### src/pkg/gpe_pkg.sv
// Shared constants for the edge-interrupt block of the general-purpose port.
// Assumes a 32-bit AHB-Lite register bus and a single 20 MHz clock.
`default_nettype none
package gpe_pkg;
  // Port layout: two banks of sixteen pins
  localparam int BANK_W = 16;
  localparam int PIN_W = 2 * BANK_W;
  localparam int BANK_LO_LSB = 0;
  localparam int BANK_HI_LSB = 16;
  localparam int ADDR_W = 8;
  // Register byte offsets
  localparam logic [7:0] OFS_RISE_SET = 8'h00;
  localparam logic [7:0] OFS_RISE_CLR = 8'h04;
  localparam logic [7:0] OFS_FALL_SET = 8'h08;
  localparam logic [7:0] OFS_FALL_CLR = 8'h0C;
  localparam logic [7:0] OFS_PENDING = 8'h10;
  localparam logic [7:0] OFS_LEVEL = 8'h14;
  localparam logic [7:0] OFS_IRQ_EN = 8'h18;
  localparam logic [7:0] OFS_IRQ_CLR = 8'h1C;
  // Values after reset
  localparam logic [31:0] RST_ENABLE = 32'h0000_0000;
  localparam logic [31:0] RST_PENDING = 32'h0000_0000;
  localparam logic [31:0] RST_RDATA = 32'h0000_0000;
  // Bus encodings
  localparam logic [1:0] HTRANS_NONSEQ = 2'h2;
  localparam logic [2:0] HSIZE_WORD = 3'h2;
  // Synchroniser depth in cycles
  localparam int SYNC_CYCLES = 2;
  // Bus slave states
  typedef enum logic [1:0] {
    GPE_IDLE = 2'b01,
    GPE_ACCESS = 2'b10
  } gpe_bus_state_t;
endpackage : gpe_pkg
`default_nettype wire

### src/pkg/gpe_pin_if.sv
// Carries the synchronised pin levels and their edge pulses.
// Assumes both ends run on the same clock.
`timescale 1ns/1ps
`default_nettype none
interface gpe_pin_if #(parameter int W = 32);
  logic [W-1:0] level;
  logic [W-1:0] rise;
  logic [W-1:0] fall;
  modport src (output level, output rise, output fall);
  modport dst (input level, input rise, input fall);
endinterface : gpe_pin_if
`default_nettype wire

### src/hw/gpe_sync.sv
// Two-flop synchroniser and edge detector for every pin.
// Assumes pins are asynchronous to ref_clk_in.
`timescale 1ns/1ps
`default_nettype none
module gpe_sync #(
  parameter int W = 32
) (
  input wire logic ref_clk_in,
  input wire logic srst_in,
  input wire logic [W-1:0] pin_in,
  gpe_pin_if.src pins
);
  logic [W-1:0] meta;
  logic [W-1:0] stable;
  logic [W-1:0] prev;
  logic [W-1:0] next_meta;
  logic [W-1:0] next_stable;
  logic [W-1:0] next_prev;

  // Next values: first flop feeds only the second
  always_comb begin
    next_meta = pin_in;
    next_stable = meta;
    next_prev = stable;
  end

  // Register the chain
  always_ff @(posedge ref_clk_in) begin
    if (srst_in) begin
      meta <= '0;
      stable <= '0;
      prev <= '0;
    end else begin
      meta <= next_meta;
      stable <= next_stable;
      prev <= next_prev;
    end
  end

  // Edge pulses from the stable level
  assign pins.level = stable;
  assign pins.rise = stable & ~prev;
  assign pins.fall = ~stable & prev;
endmodule : gpe_sync
`default_nettype wire

### src/hw/gpe_top.sv
// Edge-interrupt detection for a 32-pin port with an AHB-Lite slave.
// Assumes one 20 MHz clock, synchronous reset and word-only transfers.
`timescale 1ns/1ps
`default_nettype none
module gpe_top #(
  parameter int PINS = gpe_pkg::PIN_W
) (
  input wire logic ref_clk_in,
  input wire logic srst_in,
  input wire logic hsel_in,
  input wire logic [gpe_pkg::ADDR_W-1:0] haddr_in,
  input wire logic [1:0] htrans_in,
  input wire logic hwrite_in,
  input wire logic [2:0] hsize_in,
  input wire logic [31:0] hwdata_in,
  input wire logic hready_in,
  input wire logic [PINS-1:0] gpio_pin_in,
  output logic [31:0] hrdata_out,
  output logic hreadyout_out,
  output logic hresp_out,
  output logic irq_out
);
  // Pin side
  gpe_pin_if #(.W(PINS)) pio ();

  gpe_sync #(
    .W(PINS)
  ) u_sync (
    .ref_clk_in(ref_clk_in),
    .srst_in(srst_in),
    .pin_in(gpio_pin_in),
    .pins(pio)
  );

  // Bus slave state
  gpe_pkg::gpe_bus_state_t state;
  gpe_pkg::gpe_bus_state_t next_state;
  logic [gpe_pkg::ADDR_W-1:0] addr;
  logic [gpe_pkg::ADDR_W-1:0] next_addr;
  logic is_write;
  logic next_is_write;
  logic size_ok;
  logic next_size_ok;
  logic take;

  // Register state
  logic [PINS-1:0] rise_en;
  logic [PINS-1:0] next_rise_en;
  logic [PINS-1:0] fall_en;
  logic [PINS-1:0] next_fall_en;
  logic [PINS-1:0] pend;
  logic [PINS-1:0] next_pend;
  logic [PINS-1:0] irq_en;
  logic [PINS-1:0] next_irq_en;
  logic [31:0] next_rdata;
  logic next_readyout;
  logic next_irq;

  // Access strobes
  logic wr;
  logic rd;
  logic [PINS-1:0] wdata;
  logic [PINS-1:0] ev;
  logic [PINS-1:0] clr_mask;

  // Address phase is taken when the bus is ready, the slave is selected and the transfer is NONSEQ
  assign take = hsel_in && hready_in && (htrans_in == gpe_pkg::HTRANS_NONSEQ);

  // Bus state: one wait cycle in which the access is done
  always_comb begin
    next_state = state;
    next_addr = addr;
    next_is_write = is_write;
    next_size_ok = size_ok;
    next_readyout = 1'b1;
    case (state)
      gpe_pkg::GPE_IDLE: begin
        if (take) begin
          next_state = gpe_pkg::GPE_ACCESS;
          next_addr = haddr_in;
          next_is_write = hwrite_in;
          next_size_ok = (hsize_in == gpe_pkg::HSIZE_WORD);
          next_readyout = 1'b0;
        end
      end
      gpe_pkg::GPE_ACCESS: begin
        next_state = gpe_pkg::GPE_IDLE;
      end
      default: begin
        next_state = gpe_pkg::GPE_IDLE;
      end
    endcase
  end

  // Register the bus state
  always_ff @(posedge ref_clk_in) begin
    if (srst_in) begin
      state <= gpe_pkg::GPE_IDLE;
      addr <= '0;
      is_write <= 1'b0;
      size_ok <= 1'b0;
      hreadyout_out <= 1'b1;
      hresp_out <= 1'b0;
    end else begin
      state <= next_state;
      addr <= next_addr;
      is_write <= next_is_write;
      size_ok <= next_size_ok;
      hreadyout_out <= next_readyout;
      hresp_out <= 1'b0; // Always OKAY
    end
  end

  // Strobes for the access cycle; write data stands in the data phase
  assign wr = (state == gpe_pkg::GPE_ACCESS) && is_write && size_ok;
  assign rd = (state == gpe_pkg::GPE_ACCESS) && !is_write && size_ok;
  assign wdata = hwdata_in[PINS-1:0];

  // Enabled edges become events
  assign ev = (pio.rise & rise_en) | (pio.fall & fall_en);

  // Bits cleared by either the pending or the clear register
  always_comb begin
    clr_mask = '0;
    if (wr && addr == gpe_pkg::OFS_PENDING) begin
      clr_mask = wdata;
    end else if (wr && addr == gpe_pkg::OFS_IRQ_CLR) begin
      clr_mask = wdata;
    end
  end

  // Next register values
  always_comb begin
    next_rise_en = rise_en;
    next_fall_en = fall_en;
    next_irq_en = irq_en;
    if (wr && addr == gpe_pkg::OFS_RISE_SET) begin
      next_rise_en = rise_en | wdata;
    end else if (wr && addr == gpe_pkg::OFS_RISE_CLR) begin
      next_rise_en = rise_en & ~wdata;
    end else if (wr && addr == gpe_pkg::OFS_FALL_SET) begin
      next_fall_en = fall_en | wdata;
    end else if (wr && addr == gpe_pkg::OFS_FALL_CLR) begin
      next_fall_en = fall_en & ~wdata;
    end else if (wr && addr == gpe_pkg::OFS_IRQ_EN) begin
      next_irq_en = wdata;
    end
    // Set wins over clear
    next_pend = (pend & ~clr_mask) | ev;
  end

  // Register the enables and pending bits
  always_ff @(posedge ref_clk_in) begin
    if (srst_in) begin
      rise_en <= gpe_pkg::RST_ENABLE[PINS-1:0];
      fall_en <= gpe_pkg::RST_ENABLE[PINS-1:0];
      irq_en <= gpe_pkg::RST_ENABLE[PINS-1:0];
      pend <= gpe_pkg::RST_PENDING[PINS-1:0];
    end else begin
      rise_en <= next_rise_en;
      fall_en <= next_fall_en;
      irq_en <= next_irq_en;
      pend <= next_pend;
    end
  end

  // Read data: captured in the access cycle, unmapped reads give zero
  always_comb begin
    next_rdata = hrdata_out;
    if (rd) begin
      next_rdata = '0;
      if (addr == gpe_pkg::OFS_RISE_SET) begin
        next_rdata[PINS-1:0] = rise_en;
      end else if (addr == gpe_pkg::OFS_RISE_CLR) begin
        next_rdata[PINS-1:0] = ~rise_en;
      end else if (addr == gpe_pkg::OFS_FALL_SET) begin
        next_rdata[PINS-1:0] = fall_en;
      end else if (addr == gpe_pkg::OFS_FALL_CLR) begin
        next_rdata[PINS-1:0] = ~fall_en;
      end else if (addr == gpe_pkg::OFS_PENDING) begin
        next_rdata[PINS-1:0] = pend;
      end else if (addr == gpe_pkg::OFS_LEVEL) begin
        next_rdata[PINS-1:0] = pio.level;
      end else if (addr == gpe_pkg::OFS_IRQ_EN) begin
        next_rdata[PINS-1:0] = irq_en;
      end
    end
    // Interrupt line from the enabled pending bits
    next_irq = |(pend & irq_en);
  end

  // Register read data and interrupt
  always_ff @(posedge ref_clk_in) begin
    if (srst_in) begin
      hrdata_out <= gpe_pkg::RST_RDATA;
      irq_out <= 1'b0;
    end else begin
      hrdata_out <= next_rdata;
      irq_out <= next_irq;
    end
  end

  // Write and read strobes per register, used by the checks below
  logic w_rs;
  logic w_rc;
  logic w_fs;
  logic w_fc;
  logic r_rc;
  logic r_fc;
  assign w_rs = wr && addr == gpe_pkg::OFS_RISE_SET;
  assign w_rc = wr && addr == gpe_pkg::OFS_RISE_CLR;
  assign w_fs = wr && addr == gpe_pkg::OFS_FALL_SET;
  assign w_fc = wr && addr == gpe_pkg::OFS_FALL_CLR;
  assign r_rc = rd && addr == gpe_pkg::OFS_RISE_CLR;
  assign r_fc = rd && addr == gpe_pkg::OFS_FALL_CLR;
endmodule : gpe_top
`default_nettype wire

### config.mk
export PLATFORM = sky130hd
export DESIGN_NAME = gpe_top
export DESIGN_NICKNAME = d
export VERILOG_FILES = /design/src/pkg/gpe_pkg.sv /design/src/pkg/gpe_pin_if.sv /design/src/hw/gpe_sync.sv /design/src/hw/gpe_top.sv
export SDC_FILE = /design/constraint.sdc
export NUM_CORES = 1
export LEC_CHECK = 0
export BUFFER_PORTS_ARGS = -buffer_cell sky130_fd_sc_hd__buf_2
export CAP_MARGIN = 25
export CORE_MARGIN = 4
export CORE_UTILIZATION = 55
export CTS_BUF_LIST = sky130_fd_sc_hd__clkbuf_8
export DETAILED_ROUTE_END_ITERATION = 8
export PLACE_DENSITY = 0.76
export SYNTH_ARGS = -nofsm -noshare
export SYNTH_HDL_FRONTEND = slang
export SYNTH_HIERARCHICAL = 1
export SYNTH_SLANG_ARGS = --single-unit
### constraint.sdc
create_clock -name ref_clk_in -period 2.2 [get_ports ref_clk_in]
set_clock_uncertainty 0.15 [all_clocks]
set_input_delay 0.11 -clock ref_clk_in [delete_from_list [all_inputs] [get_ports ref_clk_in]]
set_output_delay 0.11 -clock ref_clk_in [all_outputs]
set_load 0.005 [all_outputs]
==> impl_metrics.prom <==
# TYPE chip_impl_metric gauge
chip_impl_info{name="outcome",value="complete, no violations"} 1
chip_impl_metric{name="hold_crit_depth",unit=""} 6
chip_impl_metric{name="drv_cap",unit=""} 0
chip_impl_info{name="setup_repair_after_global_routing_missed_its_margin",value="yes"} 1
chip_impl_metric{name="overflow",unit=""} 0
chip_impl_metric{name="slew_headroom",unit="%"} 60.2
chip_impl_metric{name="fp.dieW",unit="µm"} 155
chip_impl_metric{name="post-route-min-period",unit="ps"} 2180
chip_impl_info{name="final_common_cell",value="sky130_fd_sc_hd__dfxtp_1"} 1
chip_impl_metric{name="cell_internal_pwr",unit="mW"} 7.82
chip_impl_metric{name="detailedRoute.firstPassIterationCount",unit=""} 5
chip_impl_metric{name="synthesis.nets",unit=""} 1496
chip_impl_metric{name="routed_wire_length_per_instance",unit="µm"} 18.8
chip_impl_metric{name="clkLatencyLatePin",unit="ps"} 560
chip_impl_metric{name="synth-seq-area-share",unit="%"} 45.3
chip_impl_metric{name="floorplan.core_area",unit="µm²"} 21200
chip_impl_info{name="final_cell_mix",value="sky130_fd_sc_hd__dfxtp_1 (266), sky130_fd_sc_hd__nor2b_1 (222), sky130_fd_sc_hd__nand2_1 (161)"} 1
chip_impl_metric{name="final_replace_weighted_congestion",unit=""} 0.818
chip_impl_info{name="timing.critical_path.from",value="addr[6]"} 1
chip_impl_metric{name="number_of_antenna_violations_at_the_first_check_in_global_routing",unit=""} 0
chip_impl_info{name="post_synth_main_area_contributors",value="sky130_fd_sc_hd__dfxtp_1 (45%), sky130_fd_sc_hd__nor2b_1 (12%), sky130_fd_sc_hd__nand2_1 (5.1%)"} 1
chip_impl_metric{name="std_cell_rows",unit=""} 53
chip_impl_metric{name="syn_area",unit="µm²"} 11900
chip_impl_info{name="hold_path_class",value="input port to flop"} 1
chip_impl_metric{name="power.total",unit="mW"} 10.2
chip_impl_info{name="clockRootBuffer",value="sky130_fd_sc_hd__clkbuf_8"} 1
chip_impl_metric{name="antenna-diode-count",unit=""} 0
chip_impl_metric{name="postRouteAntennaNets",unit=""} 0
chip_impl_metric{name="syn-mean-instance-area",unit="µm²"} 8.44
chip_impl_metric{name="clk_pin_slew",unit="ps"} 60
chip_impl_metric{name="synth_seq_cells",unit=""} 270
chip_impl_info{name="netlist.top_cell.by_area",value="sky130_fd_sc_hd__dfxtp_1"} 1
chip_impl_metric{name="power.switching",unit="mW"} 2.41
chip_impl_info{name="critPathLaunchType",value="flop"} 1
chip_impl_info{name="worst_reg2reg_path_startpoint",value="addr[6]"} 1
chip_impl_metric{name="tightestPinTransition",unit="ps"} 596
chip_impl_metric{name="p_leak",unit="nW"} 6.06
chip_impl_metric{name="final-hold-violation-count",unit=""} 0
chip_impl_metric{name="timing.critical_path.fanout_max",unit=""} 8
chip_impl_metric{name="timing.final.crit_share",unit="%"} 99.2
chip_impl_metric{name="area_growth",unit="%"} 26.9
chip_impl_metric{name="power.density_cell_area",unit="nW/µm²"} 676
chip_impl_metric{name="io_buffer_count",unit=""} 115
chip_impl_metric{name="synth_warnings",unit=""} 6
chip_impl_metric{name="cp_data_arrival_time",unit="ps"} 2480
chip_impl_metric{name="gr-usage-all-layers",unit="%"} 28.2
chip_impl_metric{name="critPathRequiredTime",unit="ps"} 2490
chip_impl_metric{name="final_nets",unit=""} 1713
chip_impl_metric{name="pwr-share-comb",unit="%"} 7.4
chip_impl_metric{name="finalSetupViolations",unit=""} 0
chip_impl_metric{name="netSwitchingFraction",unit="%"} 23.6
chip_impl_metric{name="dieHeight",unit="µm"} 155
chip_impl_metric{name="power.share.sequential",unit="%"} 49.0
chip_impl_metric{name="achievable-frequency",unit="MHz"} 458
chip_impl_info{name="crit_path_end_kind",value="flop"} 1
chip_impl_metric{name="via_count_of_the_first_global_routing_pass",unit=""} 10854
chip_impl_metric{name="io_pins",unit=""} 117
chip_impl_metric{name="drc_errors",unit=""} 0
chip_impl_metric{name="maximum_number_of_pins_on_one_net_before_global_route_repair",unit=""} 110
chip_impl_metric{name="peakVddDrop",unit="V"} 0.000566
chip_impl_metric{name="cts.htree.levels",unit=""} 2
chip_impl_metric{name="post_route_cells_drive_above_1_share",unit="%"} 16.6
chip_impl_metric{name="final_max_tran_viols",unit=""} 0
chip_impl_metric{name="clock_sinks",unit=""} 270
chip_impl_metric{name="reg2regPathDepth",unit=""} 6
chip_impl_info{name="cts_tree",value="built"} 1
chip_impl_metric{name="timing.reg2reg.setup_slack",unit="ps"} 20
chip_impl_metric{name="starting_density",unit="%"} 56.4
chip_impl_metric{name="grt_pass1_wl",unit="µm"} 55700
chip_impl_metric{name="yosys.cell_types.count",unit=""} 44
chip_impl_metric{name="detailroute.via_count",unit=""} 11296
chip_impl_metric{name="hpwl",unit="µm"} 19900
chip_impl_metric{name="clockBufferDepth",unit=""} 3
chip_impl_metric{name="synthCells",unit=""} 1414
chip_impl_metric{name="wirelength",unit="µm"} 36400
chip_impl_metric{name="routed_via_density",unit=""} 5.83
chip_impl_metric{name="cts_made_buffers",unit=""} 44
chip_impl_info{name="critPathKind",value="flop to flop"} 1
chip_impl_metric{name="fp.dieArea",unit="µm²"} 24100
chip_impl_metric{name="share_of_yosys_cell_area_claimed_by_the_top_area_cell_type",unit="%"} 45.3
chip_impl_metric{name="fillerInstances",unit=""} 1574
chip_impl_metric{name="whs",unit="ps"} 125
chip_impl_metric{name="drt_iter0_drc",unit=""} 1266
chip_impl_metric{name="power_frac_clock",unit="%"} 43.6
-- repair_timing --
| action | 4_1_cts | 5_1_grt |
|---|---|---|
| gates resized for setup | 0 | 14 |
| endpoints found under the setup margin | 0 | 64 |
| hold buffers | 116 | 0 |
| buffers inserted | 0 | 8 |
| endpoints found under the hold margin | 257 | 0 |
-- Yosys cell counts, drive strengths merged --
master and number:
and4b 1, and3 3, clkbuf 83, clkinv 1, nor3b 2, a211oi 1
nor2b 222, nor3 3, mux2i 10, inv 67, nor4bb 1, a31oi 31
o21ai 64, dfxtp 270, a221oi 32, o211a 1, nor4b 2, xnor2 1
a31o 32, a22oi 79, o221ai 1, nor4 5, a21oi 96, nand2 162
nand3 2, nand4 5, and4 1, and2 3, a32o 32, or2 1
nor2 75, nand4b 2, nand2b 32, o22ai 31, xor2 32, conb 1
buf 26, or4 1
-- power groups by stage --
stage / sequential, mW / combinational (mW) / clock, mW
floorplan: 5.10 / 0.333 / 0
global placement: 5.11 / 0.563 / 0
detailed placement: 5.11 / 0.571 / 0
CTS: 5.01 / 0.725 / 4.51
global route: 5.02 / 0.814 / 4.74
finish: 5.01 / 0.758 / 4.46
-- per-stage QoR --
stage / cell area [µm²] / setup TNS [ps] / util, % / setup slack [ps] / std cells
final: 15100 / 0 / 71.6 / 17.0 / 1939
after detailed placement: 12900 / 0 / 60.9 / 64.4 / 1732
after global placement: 12900 / 0 / 60.9 / 108 / 1732
after floorplan: 11900 / 0 / - / 149 / 1414
after global routing: 15100 / -367 / 71.6 / -30.7 / 1939
after CTS: 15000 / 0 / 70.8 / 74.9 / 1927
-- worst max-delay path, cell delays in order (launching register included) --
cell and delay (ps):
sky130_fd_sc_hd__dfxtp_2 320, sky130_fd_sc_hd__or4_4 590, sky130_fd_sc_hd__nor4_4 350, sky130_fd_sc_hd__buf_4 210, sky130_fd_sc_hd__clkbuf_16 180, sky130_fd_sc_hd__a21oi_1 70
sky130_fd_sc_hd__a31o_2 210
-- layout make-up --
type | instances | area (µm²) | area share (%)
flip-flops and latches | 270 | 5410 | 35.7
clock buffers | 62 | 853 | 5.63
inverters | 68 | 255 | 1.69
repair buffers | 280 | 2320 | 15.3
multi-input cells | 967 | 5890 | 38.9
clock inverters | 17 | 73.8 | 0.487
well taps | 275 | 344 | 2.27
-- how the worst min path moves through the flow --
stage / from / endpoint / slack [ps]
6_report: htrans_in[1] / size_ok / 120
5_1_grt: htrans_in[1] / size_ok / 150
4_1_cts: htrans_in[1] / size_ok / 110
3_5_place_dp: gpio_pin_in[4] / u_sync/meta[4] / 170
3_3_place_gp: gpio_pin_in[22] / u_sync/meta[22] / 170
2_1_floorplan: hwdata_in[31] / flop / 90
-- cells by family (layout without fill, tap and decap cells) --
group / Yosys count / count (layout) / share of synthesized area [%]
DFF: 270 / 270 / 45.3
xor gates and xnor gates: 33 / 33 / 2.42
AOI/OAI and AO/OA: 400 / 400 / 22.5
other: 1 / 1 / 0.0314
buffers and inverters: 177 / 427 / 6.05
and+or+nand+nor: 523 / 523 / 22.9
muxes: 10 / 10 / 0.839
-- routing by layer --
metal  up-vias  wire length [µm]  GRT usage, %
met5         -                 0             0
met4         0              1180          11.4
met3       104              2890          4.48
met2       513             17400          46.8
met1      5358             15000          36.9
li1       5321                 -             -
No activity file was read; power rests on OpenSTA's default activity.
